==> config.mk <==
export PLATFORM = sky130hd
export DESIGN_NAME = fts_limits
export DESIGN_NICKNAME = d
export VERILOG_FILES = /design/src/hw/fts_limits.v
export VERILOG_INCLUDE_DIRS = /design/src /design/src/common
export SDC_FILE = /design/constraint.sdc
export NUM_CORES = 1
export LEC_CHECK = 0
export ABC_AREA = 1
export BUFFER_PORTS_ARGS = -buffer_cell sky130_fd_sc_hd__buf_4
export CAP_MARGIN = 40
export CORE_MARGIN = 2
export CORE_UTILIZATION = 45
export CTS_CLUSTER_DIAMETER = 100
export CTS_CLUSTER_SIZE = 8
export DETAILED_ROUTE_END_ITERATION = 12
export GPL_ROUTABILITY_DRIVEN = 0
export HOLD_SLACK_MARGIN = 0.06
export PLACE_DENSITY = 0.64
export SLEW_MARGIN = 20
export SYNTH_ARGS = -nofsm -noshare
export SYNTH_HDL_FRONTEND = slang
export SYNTH_SLANG_ARGS = --single-unit
==> constraint.sdc <==
create_clock -name clock -period 1.7 [get_ports clock]
set_clock_uncertainty 0.2 [all_clocks]
set_input_delay 0.255 -clock clock [delete_from_list [all_inputs] [get_ports clock]]
set_output_delay 0.255 -clock clock [all_outputs]
set_load 0.01 [all_outputs]
==> src/common/fts_regs.vh <==
// Register offsets, reset values and field positions of the fan speed target and limit block.
`ifndef FTS_REGS_VH
`define FTS_REGS_VH
`define FTS_ADDR_W 8
`define FTS_OFF_SLOW_LO 8'h10
`define FTS_OFF_SLOW_HI 8'h11
`define FTS_OFF_FAST_LO 8'h12
`define FTS_OFF_FAST_HI 8'h13
`define FTS_OFF_TGT_LO 8'h1e
`define FTS_OFF_TGT_HI 8'h1f
`define FTS_OFF_MEAS_LO 8'h08
`define FTS_OFF_MEAS_HI 8'h09
`define FTS_RST_SLOW 8'hff
`define FTS_RST_FAST 8'h00
`define FTS_RST_TGT 8'hff
`define FTS_LOOP_MODE_BIT 1
`endif

==> src/hw/fts_limits.v <==
// Fan speed target period and slow/fast limit registers with period comparison.
`timescale 1ns/1ps
`include "fts_regs.vh"
// Operation
// - Target low byte at 0x1e, resets 0xff.
// - Target high byte at 0x1f, resets 0xff.
// - Target is revolution period in clock pulses.
// - Host-mode speed target is the written value.
// - Slow limit at 0x10/0x11, resets 0xff.
// - Period above slow limit means too slow.
// - Fast limit at 0x12/0x13, resets 0x00.
// - Period below fast limit means too fast.
// - Measured period is pulses per revolution.
// - Low byte read freezes high byte.
module fts_limits (
  input wire clock,
  input wire rst_n,
  input wire [7:0] reg_addr,
  input wire reg_wr,
  input wire reg_rd,
  input wire [7:0] reg_wdata,
  output reg [7:0] reg_rdata,
  input wire [15:0] meas_period,
  input wire meas_valid,
  input wire loop_mode,
  output wire [15:0] speed_target,
  output reg too_slow,
  output reg too_fast,
  output wire speed_fault
);

  // ****************************************
  // Register storage
  // ****************************************

  // Indices of the six byte registers inside the storage vector.
  localparam [2:0] IDX_SLOW_LO = 3'd0;
  localparam [2:0] IDX_SLOW_HI = 3'd1;
  localparam [2:0] IDX_FAST_LO = 3'd2;
  localparam [2:0] IDX_FAST_HI = 3'd3;
  localparam [2:0] IDX_TGT_LO = 3'd4;
  localparam [2:0] IDX_TGT_HI = 3'd5;
  localparam [2:0] IDX_NONE = 3'd7;

  // Number of byte registers held by this block.
  localparam integer NUM_BYTES = 6;

  // All six byte registers side by side; byte i sits in bits 8*i+7 down to 8*i.
  wire [8*NUM_BYTES-1:0] bytes_w;

  // Measured period, the paired high-byte copy and the freeze state.
  reg [15:0] meas_r;
  reg [15:0] meas_nxt;
  reg [7:0] meas_hi_hold_r;
  reg [7:0] meas_hi_hold_nxt;
  reg freeze_r;
  reg freeze_nxt;

  // Next values of the comparison flags and of the read data.
  reg too_slow_nxt;
  reg too_fast_nxt;
  reg [7:0] rdata_nxt;

  // ****************************************
  // Decoding functions
  // ****************************************

  // Maps a bus address to a byte register index, or IDX_NONE when unmapped.
  function [2:0] fts_index;
    input [7:0] addr;
    begin
      case (addr)
        `FTS_OFF_SLOW_LO: fts_index = IDX_SLOW_LO;
        `FTS_OFF_SLOW_HI: fts_index = IDX_SLOW_HI;
        `FTS_OFF_FAST_LO: fts_index = IDX_FAST_LO;
        `FTS_OFF_FAST_HI: fts_index = IDX_FAST_HI;
        `FTS_OFF_TGT_LO: fts_index = IDX_TGT_LO;
        `FTS_OFF_TGT_HI: fts_index = IDX_TGT_HI;
        default: fts_index = IDX_NONE;
      endcase
    end
  endfunction

  // Picks one byte out of the storage vector by its index.
  function [7:0] fts_byte;
    input [8*NUM_BYTES-1:0] vec;
    input [2:0] idx;
    begin
      fts_byte = vec[idx*8 +: 8];
    end
  endfunction

  // ****************************************
  // Access decode
  // ****************************************

  // The same index serves writes and reads; the two measured-period
  // addresses are decoded apart because they are read-only.
  wire [2:0] acc_idx = fts_index(reg_addr);
  wire acc_hit = (acc_idx != IDX_NONE);
  wire rd_meas_lo = reg_rd && (reg_addr == `FTS_OFF_MEAS_LO);
  wire rd_meas_hi = reg_rd && (reg_addr == `FTS_OFF_MEAS_HI);

  // ****************************************
  // Byte registers
  // ****************************************

  // Each byte register loads only when its own address is written, so a
  // write to one half of a pair never disturbs the other half.
  genvar gi;
  generate
    for (gi = 0; gi < NUM_BYTES; gi = gi + 1) begin : g_byte
      localparam [7:0] RST_VAL = (gi < 2) ? `FTS_RST_SLOW :
                                 (gi < 4) ? `FTS_RST_FAST :
                                 `FTS_RST_TGT;
      wire wr_hit = reg_wr && ({29'd0, acc_idx} == gi);
      reg [7:0] val_r;
      always @(posedge clock or negedge rst_n) begin
        if (!rst_n) begin
          val_r <= RST_VAL;
        end else if (wr_hit) begin
          val_r <= reg_wdata;
        end
      end
      assign bytes_w[8*gi +: 8] = val_r;
    end
  endgenerate

  // Both limits are assembled from their two bytes before any compare.
  wire [15:0] slow_limit = {fts_byte(bytes_w, IDX_SLOW_HI), fts_byte(bytes_w, IDX_SLOW_LO)};
  wire [15:0] fast_limit = {fts_byte(bytes_w, IDX_FAST_HI), fts_byte(bytes_w, IDX_FAST_LO)};

  // The written period is handed straight to the speed loop as its target.
  assign speed_target = {fts_byte(bytes_w, IDX_TGT_HI), fts_byte(bytes_w, IDX_TGT_LO)};

  // ****************************************
  // Measured period and read coherency
  // ****************************************

  // Takes each completed revolution count as the new measured period.
  always @* begin
    meas_nxt = meas_r;
    if (meas_valid) begin
      meas_nxt = meas_period;
    end
  end

  // A low-byte read copies the high byte and freezes it; the high-byte read
  // releases it, so a count arriving between the two reads cannot tear them.
  always @* begin
    meas_hi_hold_nxt = meas_hi_hold_r;
    freeze_nxt = freeze_r;
    if (rd_meas_lo) begin
      meas_hi_hold_nxt = meas_r[15:8];
      freeze_nxt = 1'b1;
    end else if (rd_meas_hi) begin
      freeze_nxt = 1'b0;
    end
  end

  // ****************************************
  // Limit comparison
  // ****************************************

  // Compares the stored period against the full 16-bit limits, strictly.
  always @* begin
    too_slow_nxt = (meas_r > slow_limit);
    too_fast_nxt = (meas_r < fast_limit);
  end

  // Either out-of-range condition raises the fault flag.
  assign speed_fault = too_slow | too_fast;

  // ****************************************
  // Read data
  // ****************************************

  // Selects the read data; unmapped addresses read as zero and the value
  // stands until the next read.
  always @* begin
    rdata_nxt = reg_rdata;
    if (reg_rd) begin
      if (acc_hit) begin
        rdata_nxt = fts_byte(bytes_w, acc_idx);
      end else if (reg_addr == `FTS_OFF_MEAS_LO) begin
        rdata_nxt = meas_r[7:0];
      end else if (reg_addr == `FTS_OFF_MEAS_HI) begin
        rdata_nxt = freeze_r ? meas_hi_hold_r : meas_r[15:8];
      end else begin
        rdata_nxt = 8'h00;
      end
    end
  end

  // ****************************************
  // State registers
  // ****************************************

  // Holds the measurement, freeze state, flags and read data.
  always @(posedge clock or negedge rst_n) begin
    if (!rst_n) begin
      meas_r <= 16'h0000;
      meas_hi_hold_r <= 8'h00;
      freeze_r <= 1'b0;
      too_slow <= 1'b0;
      too_fast <= 1'b0;
      reg_rdata <= 8'h00;
    end else begin
      meas_r <= meas_nxt;
      meas_hi_hold_r <= meas_hi_hold_nxt;
      freeze_r <= freeze_nxt;
      too_slow <= too_slow_nxt;
      too_fast <= too_fast_nxt;
      reg_rdata <= rdata_nxt;
    end
  end

endmodule
Word-level counts from Yosys, hierarchy flattened. Index checks and enable logic that the tools add are counted. Widths: inputs -> output; s select.

Bits of input ports: 38. Bits in read-only memories: 0. Memories: 0. Bits in writable memories: 0. Output and inout bits: 27. Latch bits: 0. Register bits after elaboration: 83. Word-level logic and storage cells: 47.

Multipliers: 0. Order comparisons: 2. Add/subtract/negate cells: 0. Eq/ne operators: 14. Shift operators: 1. Divide/modulo/power cells: 0. Reduce and logical (&&, ||, !) cells: 10. Bitwise operators: 1. Muxes and demuxes: 7.

Operators with widths (number): $eq 8x5->1 const B (6); $shiftx 48x7->8 (1); $mux 8 (4); $pmux 3 s6 (1); $eq 8x4->1 const B (2); $gt 16x16->1 (1); $lt 16x16->1 (1); $logic_and 1x1->1 (8); $eq 3x2->1 const B (2); $eq 3x3->1 const B (2); $eq 3x1->1 const B (1); $logic_not 3->1 (1); $ne 3x3->1 const B (1); $mux 1 (2); $reduce_bool 2->1 (1); $or 1x1->1 (1).

Logic depth before layout (Yosys ltp).
Depth after elaboration: 4. Mapped depth: 13. Mapped depth without buffers: 12.

Least setup slack after synthesis. No wires, ideal clock.

Kind: register -> register. From: register g_byte[1].val_r[7]. To: register too_slow. Path slack: 0.008 ns. Data arrival time: 1.415 ns. Library setup time: 0.077 ns. Path buffers: 0. Period minus slack after synthesis: 1.692 ns. Stages on the path, launching flop included: 8. Data required time: 1.423 ns. Path through: dfstp_2 > inv_1 > ha_1 > nand2_1 > nor2_1 > nand4_1 > a31o_2 > a21oi_1.

Longest elaborated chain between the ends: 1.

RTL lines: start, declared (line fts_limits.v:117) `reg [7:0] val_r;`; start signal, assigned (line fts_limits.v:122) `val_r <= reg_wdata;`; $gt 16x16->1 (line fts_limits.v:167) `too_slow_nxt = (meas_r > slow_limit);`; via too_slow_nxt (line fts_limits.v:60) `reg too_slow_nxt;`; end signal, assigned (line fts_limits.v:212) `too_slow <= too_slow_nxt;`; end, declared (line fts_limits.v:27) `output reg too_slow,`.

The timed path passes the listed nets, and every way through them passes these cells. A chain may end at the register's enable or synchronous reset.

Worst setup path in the final report. Ends and elaborated chain as after synthesis.

==> results.py <==
metrics = {
    "finish": {
        "areaGrowthSynthToFinish_pct": 29.8,
        "final_cells": 879,
        "fin_util_pct": 59.4,
        "final_area_mm2": 0.00641,
        "drive_above_1_share_pct": 31.1,
        "final_nets": 803,
        "multi_input_area_mm2": 0.00249,
        "num_antenna_cells": 0,
        "seqCellArea_mm2": 0.00212,
        "nFillCells": 975,
    },
    "floorplan": {
        "dieArea_mm2": 0.0118,
        "core_mm2": 0.0108,
        "rows": 38,
        "ios": 65,
        "die_w_um": 109,
        "start_util_pct": 45.8,
        "die_h_um": 109,
    },
    "grt": {
        "globalRouteOverflowTotal": 0,
        "grt_pass1_vias": 4343,
        "antenna_found_initial": 0,
        "grt_pass1_wl_um": 21800,
        "grt_use_total_pct": 24.9,
        "grt_max_degree": 29,
    },
    "synth": {
        "syn-instance-count": 602,
        "synth_area_mm2": 0.00494,
        "muxShareOfSynthArea_pct": 0.912,
        "synth.ff_latch_count": 83,
        "synth_top_family_by_area": "simple AND/OR/NAND/NOR gates",
        "synth_fp_nets": 671,
        "synth-seq-area-share_pct": 42.9,
        "synth-xor-area-share_pct": 0,
        "ys_types": 32,
        "yosys.area_share.adder_pct": 7.85,
        "synth_compound_gate_area_share_pct": 12.9,
        "synth_area_per_cell_um2": 8.20,
        "synthSimpleGateAreaFrac_pct": 26.5,
        "ys_warn_count": 0,
    },
    "clock_network": {
        "cts_tree": "built",
        "insertion_delay_ns": 0.37,
        "clock_sinks": 83,
        "cts_made_buffers": 9,
        "cts_root_buf": "clkbuf_8",
        "cts_htree_levels": 3,
        "cts_buffer_depth": 2,
        "clkTransAtPathRegs_ns": 0.08,
    },
    "drt": {
        "avgRoutedWirePerCell_um": 15.8,
        "vias_per_cell": 5.03,
        "ant_nets": 0,
        "drt-pass1-iter-count": 6,
        "drc": 0,
        "first_iter_violations": 348,
        "routed_wl_um": 13900,
        "routed-via-count": 4425,
    },
    "critical_path": {
        "crit_path_end": "too_slow",
        "r2r_end": "too_slow",
        "crit_required_ns": 1.81,
        "max_stage_delay_ns": 0.56,
        "critical_path_class": "reg2reg",
        "r2r_start": "g_byte[1].val_r[7]",
        "cp_top_family": "flip-flops",
        "crit_arrival_ns": 1.90,
        "critPathCaptureType": "flop",
        "path_max_fanout": 2,
        "regToRegSetupSlack_ns": -0.09,
        "crit_slowest_cell": "dfstp_2",
        "startpoint": "g_byte[1].val_r[7]",
        "startpoint_type": "flop",
        "crit_chain": "inv_2, ha_4, nand2_4, nor2_4, nand4_1, a31o_2, a21oi_2",
        "cp_num_buf_inv": 1,
        "crit_cells": 7,
        "reg2regPathDepth": 7,
    },
    "timing": {
        "relSlewSlack_pct": 75.6,
        "rsz0062_at_grt": "yes",
        "drv_slew": 0,
        "fmax_ghz": 0.559,
        "hold_viol": 0,
        "worst_slew_pin_slew_ns": 0.366,
        "final.setup.worst_slack_ns": -0.0897,
        "period_share_pct": 105,
        "setup-violations-final": 1,
        "hold_ws_ns": 0.0584,
        "period_needed_ns": 1.79,
    },
    "power_and_ir_drop": {
        "p_leak_nw": 3.05,
        "seqPwrFrac_pct": 48.5,
        "p_switching_mw": 1.32,
        "power_switching_share_pct": 28.9,
        "power.share.combinational_pct": 20.3,
        "intPower_mw": 3.25,
        "p_clk_share_pct": 31.1,
        "irDropWorstVdd_mv": 0.438,
        "power_density_mw_per_mm2": 713,
        "finalPower_mw": 4.57,
    },
    "placement": {
        "dp_hpwl_um": 10400,
        "io_buffers": 63,
        "placed_cell_area_mm2": 0.00586,
        "dp.cells": 838,
    },
    "run_status": {
        "violations": "setup timing",
        "status": "finished, violations left",
    },
    "hold_path": {
        "hold_path.class": "in2reg",
    },
    "flow_run": {
        "cap_violations": 0,
    },
}
-- timing repair --
action / in CTS / in global routing
hold endpoints to repair: 80 / 0
gates resized for setup: 13 / 12
buffers inserted: 0 / 1
pin swaps: 7 / 5
cloned: 0 / 0
endpoints found under the setup margin: 2 / 6
hold buffers: 24 / 0
-- power groups by stage --
stage               clock [mW]  sequential (mW)  combinational (mW)
detailed placement           0             2.24               0.828
floorplan                    0             2.23               0.423
global placement             0             2.24               0.800
global route              1.55             2.23                1.04
CTS                       1.46             2.21               0.894
finish                    1.42             2.22               0.928
-- registers in the layout (all words and copies together), names as in the netlist --
signal and count:
freeze_r 1, too_slow 1, too_fast 1, meas_hi_hold_r 8, g_byte.val_r 48, reg_rdata 8, meas_r 16
-- layout by cell type, fill, tap and decap left out, types with 2 or more instances in the layout --
master and instances:
nand3_4 4, buf_4 117, nor2_4 2, nand2_4 6, a21oi_2 3, inv_1 66, o21ai_1 28, nand4_1 22
mux2_2 4, o21ai_0 38, dfstp_2 32, ha_1 25, o21ai_2 16, nor2_1 23, inv_2 5, a211oi_1 2
a21oi_1 19, nand3_1 24, clkbuf_8 11, dfrtp_2 3, nor3_1 2, dlygate4sd3_1 24, buf_12 2, clkbuf_1 3
nand2_2 6, dfrtp_1 48, nor2_8 3, ha_4 6, or2_2 3, o22ai_1 4, nand2_1 180
-- through the flow --
| stage | worst slack (ns) | setup TNS [ns] |
|---|---|---|
| global route | -0.119 | -0.124 |
| floorplan | 0.00763 | 0 |
| CTS | -0.128 | -0.128 |
| detailed placement | -0.263 | -9.70 |
| global placement | -0.218 | -8.26 |
| finish | -0.0897 | -0.0897 |
-- cells in the mapped netlist, drive strengths merged --
master,number,share of area (%)
a211oi,2,0.30
a21oi,22,2.2
a31o,1,0.18
buf,17,3.0
clkbuf,5,0.38
dfrtp,51,26
dfstp,32,17
ha,31,7.9
inv,72,5.6
mux2,4,0.91
nand2,192,16
nand3,29,4.1
nand4,22,2.8
nor2,29,3.3
nor3,3,0.41
o21a,1,0.15
o21ai,82,9.5
o22ai,4,0.51
or2,3,0.38
-- logic make-up (layout without fill, tap and decap cells) --
family | Yosys count | after routing
flip-flops | 83 | 83
AND/OR/NAND/NOR | 278 | 278
AO/OA/AOI/OAI | 112 | 112
buffers and inverters | 94 | 231
adder cells (fa/ha/maj) | 31 | 31
multiplexers | 4 | 4
-- worst min-delay path by stage --
stage	slack, ns	startpoint	depth (start not counted)	end
after floorplan	-0.24	rst_n	0	freeze_r
after global placement	-0.02	rst_n	1	meas_r[6]
after detailed placement	-0.02	rst_n	1	meas_r[6]
after CTS	0.06	meas_valid	3	meas_r[10]
after global routing	0.07	reg_wdata[2]	3	g_byte[4].val_r[2]
final	0.06	reg_wdata[6]	3	g_byte[4].val_r[6]
-- final cells by class --
class / instances / area share [%]
flip-flops and latches: 83 / 33.1
well taps: 140 / 2.73
multi-input cells: 425 / 38.8
repair buffers: 143 / 18.1
inverters: 72 / 4.29
clock buffers: 15 / 2.93
clock inverters: 1 / 0.0781
-- layer usage --
metal | vias up | wire length [um] | GRT usage, %
met1 | 2059 | 6290 | 33.1
li1 | 2233 | - | -
met5 | - | 0 | 0
met3 | 30 | 520 | 3.53
met2 | 103 | 6500 | 39.3
met4 | 0 | 552 | 13.4
-- worst reg2reg max path: stages (launching register included) --
cell and delay (ns):
dfstp_2 0.56, inv_2 0.05, ha_4 0.27, nand2_4 0.05, nor2_4 0.11, nand4_1 0.13, a31o_2 0.25, a21oi_2 0.10
(Power assumes the default switching activity.)
